--- src/core/ccc_pkg.sv ---
// constants, codes and carrier types of the contactless configuration command handler
// assumes a single 100 MHz clock domain and a word-aligned Avalon-MM slave port
package ccc_pkg;

  // register byte offsets
  localparam logic [3:0] CCC_OFS_CMD    = 4'h0;
  localparam logic [3:0] CCC_OFS_ARG    = 4'h4;
  localparam logic [3:0] CCC_OFS_RSP    = 4'h8;
  localparam logic [3:0] CCC_OFS_STATUS = 4'hc;

  // command and response framing bytes
  localparam logic [7:0] CCC_CLA_CMD   = 8'he0;
  localparam logic [7:0] CCC_CLA_RSP   = 8'he1;
  localparam logic [7:0] CCC_INS_CFG   = 8'h00;
  localparam logic [7:0] CCC_P1_CFG    = 8'h00;
  localparam logic [7:0] CCC_P2_DETECT = 8'h20;
  localparam logic [7:0] CCC_P2_SPEED  = 8'h24;
  localparam logic [7:0] CCC_P2_SHARE  = 8'h2b;
  localparam logic [7:0] CCC_LC_READ   = 8'h00;
  localparam logic [7:0] CCC_LC_WRITE  = 8'h01;
  localparam logic [7:0] CCC_LE_NONE   = 8'h00;
  localparam logic [7:0] CCC_LE_ONE    = 8'h01;
  localparam logic [7:0] CCC_LE_TWO    = 8'h02;

  // sharing modes and link speed codes
  localparam logic [7:0] CCC_MODE_SHARE     = 8'h00;
  localparam logic [7:0] CCC_MODE_EXCLUSIVE = 8'h01;
  localparam logic [7:0] CCC_SPEED_106      = 8'h00;
  localparam logic [7:0] CCC_SPEED_212      = 8'h01;
  localparam logic [7:0] CCC_SPEED_424      = 8'h02;
  localparam logic [7:0] CCC_SPEED_848      = 8'h03;
  localparam logic [7:0] CCC_SPEED_STEP     = 8'h01;

  // values after reset
  localparam logic [7:0] CCC_RST_DETECT = 8'h03;
  localparam logic [7:0] CCC_RST_MODE   = CCC_MODE_EXCLUSIVE;
  localparam logic [7:0] CCC_RST_SPEED  = CCC_SPEED_106;

  // native-format response: status word and shortest length without it
  localparam logic [7:0] CCC_SW_LEN     = 8'h02;
  localparam logic [7:0] CCC_NATIVE_MIN = 8'h02;

  // detection byte field positions
  localparam int CCC_DET_TYPE_A = 0;
  localparam int CCC_DET_TYPE_B = 1;

  typedef enum logic [2:0] {
    CCC_NEG_IDLE = 3'b001,
    CCC_NEG_TRY  = 3'b010,
    CCC_NEG_WAIT = 3'b100
  } ccc_neg_t;

  typedef struct packed {
    logic        read;
    logic        write;
    logic [3:0]  address;
    logic [3:0]  byteenable;
    logic [31:0] writedata;
  } ccc_avs_req_t;

endpackage : ccc_pkg

--- src/core/ccc_handler.sv ---
// configuration command interpreter of a dual-interface reader, with Avalon-MM slave
// assumes TAG_* and SPEED_* come from logic on CLK; CONTACT_PRESENT is an async pin
//
// Function
// RQ1 - detection-type read E0 00 00 20 Lc 00 answers E1, Le 01, stored byte
// RQ2 - detection bit 0 enables type A, bit 1 type B; bits 2-7 reserved
// RQ3 - sharing-mode write P2 2B Lc 01 answers Le 02, configured and active mode
// RQ4 - sharing-mode read P2 2B Lc 00 answers E1, Le 02, configured and active mode
// RQ5 - mode 00 lets contact and contactless interfaces run concurrently
// RQ6 - mode 01, default, stops polling and field while a contact card sits
// RQ7 - on each tag found try configured maximum speed, then step slower on refusal
// RQ8 - speed write P2 24 Lc 01 answers Le 02, maximum then current speed
// RQ9 - speed read P2 24 Lc 00 answers E1, Le 02, maximum then current speed
// RQ10 - speed codes 00..03 for 106..848 kbps; 00 default, no negotiation
// RQ11 - accepted speed is used without any further checking
// RQ12 - poll for tags continuously and send the answer-to-reset once found
// RQ13 - host connects with T=1, exchanges APDUs, then disconnects
// RQ14 - host keeps the command format of its first APDU after activation
// RQ15 - native tag commands, not wrapped, are accepted and forwarded to the tag
// RQ16 - host requests every further frame itself with AF; no device chaining
// RQ17 - native responses under two bytes get 90 00 appended, longer ones not
// RQ18 - detection write P2 20 Lc 01 echoes the byte; reset value 03
// RQ19 - config bytes load defaults at reset and read back exactly as written
//
// The placing of the registers and the Avalon-MM register port are this design's own decisions.
`timescale 1ns/1ps
`default_nettype none

module ccc_handler (
  input  wire logic                  CLK,
  input  wire logic                  RESET,
  input  wire ccc_pkg::ccc_avs_req_t AVS_REQ,
  output logic [31:0]                AVS_READDATA,
  output logic                       AVS_WAITREQUEST,
  input  wire logic                  CONTACT_PRESENT,
  input  wire logic                  TAG_FOUND,
  input  wire logic                  SPEED_ACK,
  input  wire logic                  SPEED_NAK,
  input  wire logic                  TAG_RSP_DONE,
  input  wire logic [7:0]            TAG_RSP_LEN,
  output logic                       POLL_EN,
  output logic                       FIELD_ON,
  output logic                       DETECT_A,
  output logic                       DETECT_B,
  output logic                       ATR_SEND,
  output logic                       SPEED_REQ,
  output logic [7:0]                 SPEED_TRY,
  output logic                       TAG_CMD_VALID,
  output logic [7:0]                 TAG_CMD_BYTE,
  output logic                       HOST_RSP_VALID,
  output logic [7:0]                 HOST_RSP_LEN,
  output logic                       HOST_SW_APPEND
);
  import ccc_pkg::*;

  //////////////////////////////////////////////////////////////////////////////

  typedef struct packed {
    logic        contact_s1;
    logic        contact_s2;
    logic        waitreq;
    logic [31:0] rdata;
    logic [31:0] cmd;
    logic [7:0]  det;
    logic [7:0]  mode_cfg;
    logic [7:0]  mode_cur;
    logic [7:0]  spd_max;
    logic [7:0]  spd_cur;
    logic [7:0]  spd_try;
    ccc_neg_t    neg;
    logic [31:0] rsp;
    logic        rsp_valid;
    logic        cmd_err;
    logic        fwd_valid;
    logic [7:0]  fwd_byte;
    logic        atr;
    logic        spd_req;
    logic        poll_en;
    logic        field_on;
    logic        host_valid;
    logic [7:0]  host_len;
    logic        host_sw;
  } ccc_state_t;

  ccc_state_t st_reg;
  ccc_state_t st_next;

  // byte-lane merge of a write into a stored word
  function automatic logic [31:0] lane_merge(input logic [31:0] old_w,
                                             input logic [31:0] new_w,
                                             input logic [3:0]  be);
    logic [31:0] res;
    res = old_w;
    for (int i = 0; i < 4; i++) begin
      if (be[i]) begin
        res[i*8 +: 8] = new_w[i*8 +: 8];
      end
    end
    return res;
  endfunction : lane_merge

  // response word: class, length and up to two data bytes
  function automatic logic [31:0] rsp_word(input logic [7:0] le,
                                           input logic [7:0] b0,
                                           input logic [7:0] b1);
    return {b1, b0, le, CCC_CLA_RSP};
  endfunction : rsp_word

  //////////////////////////////////////////////////////////////////////////////
  // decoded command fields; the launch happens at the edge that ends the ARG write

  logic       access;
  logic       launch;
  logic [7:0] c_cla;
  logic [7:0] c_ins;
  logic [7:0] c_p1;
  logic [7:0] c_p2;
  logic [7:0] c_lc;
  logic [7:0] c_dat;
  logic       c_cfg;
  logic       c_rd;
  logic       c_wr;

  assign access = (AVS_REQ.read || AVS_REQ.write) && !st_reg.waitreq;
  assign launch = access && AVS_REQ.write && (AVS_REQ.address == CCC_OFS_ARG);
  assign c_cla  = st_reg.cmd[7:0];
  assign c_ins  = st_reg.cmd[15:8];
  assign c_p1   = st_reg.cmd[23:16];
  assign c_p2   = st_reg.cmd[31:24];
  assign c_lc   = AVS_REQ.writedata[7:0];
  assign c_dat  = AVS_REQ.writedata[15:8];
  assign c_cfg  = (c_cla == CCC_CLA_CMD) && (c_ins == CCC_INS_CFG) && (c_p1 == CCC_P1_CFG);
  assign c_rd   = c_cfg && (c_lc == CCC_LC_READ);
  assign c_wr   = c_cfg && (c_lc == CCC_LC_WRITE);

  //////////////////////////////////////////////////////////////////////////////

  always_comb begin
    st_next = st_reg;
    st_next.contact_s1 = CONTACT_PRESENT;
    st_next.contact_s2 = st_reg.contact_s1;
    // one wait cycle per access keeps read data registered
    st_next.waitreq    = !((AVS_REQ.read || AVS_REQ.write) && st_reg.waitreq);
    st_next.fwd_valid  = 1'b0;
    st_next.atr        = 1'b0;
    st_next.spd_req    = 1'b0;
    st_next.host_valid = 1'b0;

    if (AVS_REQ.read && st_reg.waitreq) begin
      case (AVS_REQ.address)
        CCC_OFS_CMD:    st_next.rdata = st_reg.cmd;
        CCC_OFS_RSP:    st_next.rdata = st_reg.rsp;
        CCC_OFS_STATUS: st_next.rdata = {28'h0000000, (st_reg.neg != CCC_NEG_IDLE),
                                         st_reg.contact_s2, st_reg.cmd_err, st_reg.rsp_valid};
        default:        st_next.rdata = 32'h00000000;
      endcase
    end
    if (access && AVS_REQ.read && (AVS_REQ.address == CCC_OFS_RSP)) begin
      st_next.rsp_valid = 1'b0;
    end
    if (access && AVS_REQ.write && (AVS_REQ.address == CCC_OFS_CMD)) begin
      st_next.cmd = lane_merge(st_reg.cmd, AVS_REQ.writedata, AVS_REQ.byteenable);
    end

    // active mode follows the configured one only while no contact card sits,
    // so a mode change never pulls the field out from under a running session
    if (!st_reg.contact_s2) begin
      st_next.mode_cur = st_reg.mode_cfg;
    end

    if (launch) begin
      st_next.rsp_valid = 1'b1;
      st_next.cmd_err   = 1'b0;
      st_next.rsp       = rsp_word(CCC_LE_NONE, 8'h00, 8'h00);
      if (c_cla != CCC_CLA_CMD) begin
        // native tag command is passed through untouched
        st_next.fwd_valid = 1'b1; // RQ15
        st_next.fwd_byte  = c_cla;
        st_next.rsp_valid = 1'b0;
      end else if (c_wr && (c_p2 == CCC_P2_DETECT)) begin
        st_next.det = c_dat; // RQ18 RQ19
        st_next.rsp = rsp_word(CCC_LE_ONE, c_dat, 8'h00); // RQ18
      end else if (c_rd && (c_p2 == CCC_P2_DETECT)) begin
        st_next.rsp = rsp_word(CCC_LE_ONE, st_reg.det, 8'h00); // RQ1
      end else if (c_wr && (c_p2 == CCC_P2_SHARE)) begin
        st_next.mode_cfg = c_dat; // RQ19
        st_next.rsp = rsp_word(CCC_LE_TWO, c_dat, st_reg.mode_cur); // RQ3
      end else if (c_rd && (c_p2 == CCC_P2_SHARE)) begin
        st_next.rsp = rsp_word(CCC_LE_TWO, st_reg.mode_cfg, st_reg.mode_cur); // RQ4
      end else if (c_wr && (c_p2 == CCC_P2_SPEED)) begin
        st_next.spd_max = c_dat; // RQ19
        st_next.rsp = rsp_word(CCC_LE_TWO, c_dat, st_reg.spd_cur); // RQ8
      end else if (c_rd && (c_p2 == CCC_P2_SPEED)) begin
        st_next.rsp = rsp_word(CCC_LE_TWO, st_reg.spd_max, st_reg.spd_cur); // RQ9
      end else begin
        st_next.cmd_err = 1'b1;
      end
    end

    // exclusive mode stops polling and field while a contact card is present
    st_next.poll_en  = !((st_reg.mode_cur == CCC_MODE_EXCLUSIVE) && st_reg.contact_s2); // RQ5 RQ6
    st_next.field_on = st_next.poll_en; // RQ6

    case (st_reg.neg)
      CCC_NEG_IDLE: begin
        if (TAG_FOUND && st_reg.poll_en) begin
          st_next.atr = 1'b1; // RQ12
          if (st_reg.spd_max != CCC_SPEED_106) begin
            st_next.spd_try = st_reg.spd_max; // RQ7
            st_next.neg     = CCC_NEG_TRY;
          end else begin
            st_next.spd_cur = CCC_SPEED_106; // RQ10
          end
        end
      end
      CCC_NEG_TRY: begin
        st_next.spd_req = 1'b1; // RQ7
        st_next.neg     = CCC_NEG_WAIT;
      end
      CCC_NEG_WAIT: begin
        if (SPEED_ACK) begin
          // the accepted speed is kept as is; no link quality check follows
          st_next.spd_cur = st_reg.spd_try; // RQ11
          st_next.neg     = CCC_NEG_IDLE;
        end else if (SPEED_NAK) begin
          if (st_reg.spd_try > CCC_SPEED_212) begin
            st_next.spd_try = st_reg.spd_try - CCC_SPEED_STEP; // RQ7
            st_next.neg     = CCC_NEG_TRY;
          end else begin
            st_next.spd_cur = CCC_SPEED_106; // RQ7
            st_next.neg     = CCC_NEG_IDLE;
          end
        end
      end
      default: st_next.neg = CCC_NEG_IDLE;
    endcase

    // frames are never chained here; each continuation arrives as its own command
    if (TAG_RSP_DONE) begin
      st_next.host_valid = 1'b1;
      st_next.host_sw    = (TAG_RSP_LEN < CCC_NATIVE_MIN); // RQ17
      st_next.host_len   = (TAG_RSP_LEN < CCC_NATIVE_MIN) ?
                           8'(TAG_RSP_LEN + CCC_SW_LEN) : TAG_RSP_LEN; // RQ17
    end

    if (RESET) begin
      st_next          = '0;
      st_next.waitreq  = 1'b1;
      st_next.det      = CCC_RST_DETECT; // RQ18 RQ19
      st_next.mode_cfg = CCC_RST_MODE; // RQ6 RQ19
      st_next.mode_cur = CCC_RST_MODE;
      st_next.spd_max  = CCC_RST_SPEED; // RQ10 RQ19
      st_next.spd_cur  = CCC_RST_SPEED;
      st_next.neg      = CCC_NEG_IDLE;
    end
  end

  always_ff @(posedge CLK) begin
    st_reg <= st_next;
  end

  //////////////////////////////////////////////////////////////////////////////

  assign AVS_READDATA    = st_reg.rdata;
  assign AVS_WAITREQUEST = st_reg.waitreq;
  assign POLL_EN         = st_reg.poll_en;
  assign FIELD_ON        = st_reg.field_on;
  assign DETECT_A        = st_reg.det[CCC_DET_TYPE_A]; // RQ2
  assign DETECT_B        = st_reg.det[CCC_DET_TYPE_B]; // RQ2
  assign ATR_SEND        = st_reg.atr;
  assign SPEED_REQ       = st_reg.spd_req;
  assign SPEED_TRY       = st_reg.spd_try;
  assign TAG_CMD_VALID   = st_reg.fwd_valid;
  assign TAG_CMD_BYTE    = st_reg.fwd_byte;
  assign HOST_RSP_VALID  = st_reg.host_valid;
  assign HOST_RSP_LEN    = st_reg.host_len;
  assign HOST_SW_APPEND  = st_reg.host_sw;
endmodule : ccc_handler

`default_nettype wire

--- config.mk ---
export PLATFORM = sky130hd
export DESIGN_NAME = ccc_handler
export DESIGN_NICKNAME = d
export VERILOG_FILES = /design/src/core/ccc_pkg.sv /design/src/core/ccc_handler.sv
export SDC_FILE = /design/constraint.sdc
export NUM_CORES = 1
export LEC_CHECK = 0
export ABC_AREA = 1
export BUFFER_PORTS_ARGS = -buffer_cell sky130_fd_sc_hd__buf_2
export CAP_MARGIN = 5
export CORE_MARGIN = 2
export CORE_UTILIZATION = 57
export DETAILED_ROUTE_END_ITERATION = 6
export PLACE_DENSITY_LB_ADDON = 0.3
export SLEW_MARGIN = 10
export SYNTH_ARGS = -nofsm -noshare
export SYNTH_HDL_FRONTEND = slang
export SYNTH_SLANG_ARGS = --single-unit
--- constraint.sdc ---
create_clock -name CLK -period 5.1 [get_ports CLK]
set_clock_uncertainty 0.1 [all_clocks]
set_input_delay 1.02 -clock CLK [delete_from_list [all_inputs] [get_ports CLK]]
set_output_delay 1.02 -clock CLK [all_outputs]
set_load 0.1 [all_outputs]
---- Yosys cells after proc, flatten, opt, wreduce, memory -nomap -nowiden ----
Index checks and enable logic that the tools add are counted.
W data, S select, Z words.
cells by class
  reductions and logical operators ........ 44
  eq/ne operators ......................... 22
  multiplexer cells ....................... 35
  bitwise gates (word level) .............. 7
  add/sub/neg operators ................... 2
  $lt $le $gt $ge ......................... 2
operators with widths
  operator               count
  $mux W32               7
  $pmux W32 S3           1
  $mux W8                6
  $mux W19               2
  $pmux W16 S2           1
  $eq A8 B6 Y1 const B   3
  $logic_not A8 Y1       3
  $mux W11               2
  $logic_and A1 B1 Y1    20
  $eq A8 B1 Y1 const B   2
  $ne A2 B2 Y1 const B   6
  $mux W1                11
  $mux W10               1
  $reduce_and A2 Y1      5
  $reduce_and A5 Y1      2
  $mux W9                1
  $pmux W3 S3            1
  $add A8 B2 Y8 const B  1
  $eq A4 B4 Y1 const B   2
  $eq A8 B8 Y1 const B   1
  $gt A8 B1 Y1 const B   1
  $lt A8 B2 Y1 const B   1
  $ne A8 B8 Y1 const B   1
  $reduce_bool A8 Y1     1
  other kinds (18)       30
word-level totals
  word-level logic and storage cells ...... 138
  bits in registers ....................... 174
  input port bits ......................... 57
  output and inout bits ................... 66

---- Depth between registers and ports, before layout ----
  depth in word-level cells ............... 13
  gate-level depth with buffers ........... 12
  mapped depth without buffers ............ 12

---- Worst setup path before layout ----
No wires, ideal clock.
  path kind ............................... reg2out
  start point ............................. register FIELD_ON (netlist name)
  end point ............................... output port POLL_EN
  required time ........................... 3.980 ns
  cell stages (with the launch flop) ...... 2
  setup slack ............................. 2.607 ns
  arrival ................................. 1.373 ns
  buffers on the path ..................... 1
  cells stage by stage .................... dfxtp_1 -> buf_4
RTL lines
  element           line               source
  end: declaration  ccc_handler.sv:41  output logic POLL_EN,

---- Worst setup path in the final report ----
  start point ............................. input port AVS_REQ[37] in the netlist's numbering
  end point ............................... register st_reg, in the netlist c_cla[0]
on the way
  cells in the longest elaborated chain, start to end .. 3
ends and longest elaborated chain
  element                             line                source
  start: declaration                  ccc_handler.sv:32   input wire ccc_pkg::ccc_avs_req_t AVS_REQ,
  $logic_not A4 Y1                    ccc_handler.sv:161  if (access && AVS_REQ.write && (AVS_REQ.address == CCC_OFS_CMD)) begin
  $logic_and A1 B1 Y1                 ccc_handler.sv:161
  $reduce_and A2 Y1 (no source line)  n/a
  end signal: assignment              ccc_handler.sv:259  st_reg <= st_next;
  end: declaration                    ccc_handler.sv:85   ccc_state_t st_reg;
Every way passes these cells.
A chain may end at the register's enable or synchronous reset.

==> out/qor.csv <==
stage,metric,value,unit
synth,netlist_top_cells_count,"nand2_1, dfxtp_1, nor2_1",
floorplanning,die_w,118,um
critical_path,crit_type,in2reg,
synth,synth_most_common_cell,nand2_1,
clocking,postCtsSetupRepairBufs,0,
synth,synth_area,7440,um2
route,wl_per_cell,14.2,um
clocking,cts_made_buffers,17,
critical_path,required,5.30,ns
synth,synth_warnings,0,
floorplanning,core_area,12700,um2
clocking,clock_path_buffers,2,
clocking,clock-root-buffer,clkbuf_16,
route,drcViolationCount,0,
synth,synth_edf_count,0,
timing,rsz0062_at_grt,false,
critical_path,crit_arrival,3.25,ns
synth,synthFlopType,dfxtp_1,
clocking,clkLatencyLatePin,0.43,ns
timing,tightest_slew,1.09,ns
floorplanning,rows,41,
cells_and_area,diodes,0,
place,port_buffers,122,
pwr,report.power.total,2.75,mW
floorplanning,die_y,118,um
floorplanning,io_pins,123,
cells_and_area,num-nets-final,1153,
min_path,hold_class,reg2reg,
clocking,cts_sinks,161,
synth,syn_inst,1046,
route,viasPerCell,5.27,
route,vias,6719,
cells_and_area,largest_reg_flops,64,
cells_and_area,multiInputGateArea,3340,um2
timing,hold_viol,0,
cells_and_area,layout-drive-gt1-share,18.7,%
global_routing,antenna_found_initial,0,
timing,max_slew_margin,27.2,%
global_routing,grt_pass1_wl,29700,um
global_routing,grt_usage,26.3,%
timing,fmax,328,MHz
timing,setup_ws,2.05,ns
timing,slew_violations,0,
critical_path,r2r_cells,4,
place,gp_congestion,0.880,
timing,period_needed,3.05,ns
route,drt_iter0_drc,580,
place,pre_cts_slack,1.63,ns
clocking,tritoncts,yes,
critical_path,cp-end-kind,flop,
cells_and_area,regArea,3220,um2
clocking,ctsHoldBuffers,0,
min_path,worstHoldPathCells,2,
cells_and_area,stdcell_area,8280,um2
critical_path,worstSetupStartpointType,primary input,
clocking,post_cts_resized,0,
timing,setup_violations,0,
flow_run,maxCapViolCount,0,
synth,yosys-top-cells-area,"dfxtp_1, nand2_1, a21oi_1",
synth,ys_seq_area_share,43.3,%
clocking,cts_max_level,4,
synth,synth.largest_area_cell,dfxtp_1,
global_routing,grt-ovfl-total,0,
pwr,p_leak,3.46,nW
route,wirelength,18100,um
synth,synth_nets,1106,
cells_and_area,nFillCells,1144,
synth,avgSynthCellArea,7.11,um2
pwr,p_per_area,332,nW/um2
clocking,path_clk_slew,0.06,ns
timing,tns,0,ns
synth,synth-seq-cells,161,
synth,synth_top_area_share,43.3,%
place,postPlaceCellArea,7690,um2
route,ant_nets,0,
critical_path,cp_max_fo,19,
cells_and_area,area_growth,11.4,%
global_routing,grt_pass1_vias,6051,
floorplanning,dieArea,14000,um2
synth,synth.distinct_cells,39,
global_routing,grt_max_degree,82,
route,firstDrtPassIters,5,
timing,post-route-period-util,59.7,%
cells_and_area,fin_util,65.4,%
pwr,ir_worst_vdd,0.230,mV
synth,synthArstFlopShare,0,%
outcome,status,completed,
floorplanning,start_util,58.7,%
place,dpl.hpwl,12600,um
-- routing by layer --
layer	global-route usage, %	vias up	wire [um]
met3	5.98	27	1240
met1	36.5	3056	8410
met5	0	-	0
met4	8.43	0	333
li1	-	3413	-
met2	40.4	223	8120
-- worst paths after layout --
kind / slack [ns] / startpoint / end
worst max register to register: 2.62 / AVS_WAITREQUEST$_SDFF_PP1_ / AVS_READDATA[9]$_SDFFE_PP0P_
worst min-delay path: 0.30 / st_reg[174]$_SDFF_PP0_ / st_reg[173]$_SDFF_PP0_
worst max-delay path: 2.05 / AVS_REQ[37] / c_cla[0]$_SDFFE_PP0P_
worst min register to register: 0.30 / st_reg[174]$_SDFF_PP0_ / st_reg[173]$_SDFF_PP0_
-- cells by family after synthesis --
group / synth area share, %
XOR/XNOR: 0.118
buffers and inverters: 11.9
adder cells (fa/ha/maj): 0.505
AO/OA/AOI/OAI: 17.3
AND/OR/NAND/NOR: 26.9
flip-flops: 43.3
-- report_power, final --
group,switching [mW],internal (mW)
clock,0.482,0.791
combinational,0.159,0.0409
sequential,0.00728,1.27
-- cell type report --
type                            count  share of cell area (%)
Clock inverter                      5                   0.906
Sequential cell                   161                    38.9
Timing Repair Buffer              125                    7.64
Inverter                           76                    3.46
Clock buffer                       25                    6.22
Multi-Input combinational cell    712                    40.3
Tap cell                          172                    2.60
-- placed cells by master, fill, tap and decap left out, types with 3 or more instances in the layout --
| cell | count |
|---|---|
| nor2_4 | 3 |
| nor3_1 | 5 |
| a22o_1 | 6 |
| nand4_1 | 4 |
| clkbuf_16 | 17 |
| buf_2 | 122 |
| o21ai_1 | 41 |
| nor2_2 | 6 |
| nor2_1 | 140 |
| ha_1 | 3 |
| nor3_4 | 3 |
| o211ai_1 | 3 |
| nand3_2 | 4 |
| inv_1 | 56 |
| dfxtp_1 | 161 |
| buf_4 | 3 |
| clkinv_2 | 4 |
| nand3_1 | 41 |
| inv_2 | 17 |
| nand2_2 | 4 |
| clkbuf_8 | 6 |
| nand2_1 | 255 |
| a21oi_1 | 108 |
| a21oi_2 | 9 |
| o21ai_0 | 62 |
-- critical path: stages --
cell,delay [ns]
buf_2,0.09
nor2_1,0.16
inv_2,0.09
nor3_4,0.49
inv_2,0.29
nor2_2,0.36
nand2_1,0.36
o21ai_0,0.31
a21oi_1,0.07
-- per-stage QoR --
step,hold WS [ns],std cells
2_1_floorplan,0.288,1046
6_report,0.302,1276
3_5_place_dp,0.296,1246
4_1_cts,0.304,1276
3_3_place_gp,0.293,1246
5_1_grt,0.327,1276
(Power assumes the default switching activity.)
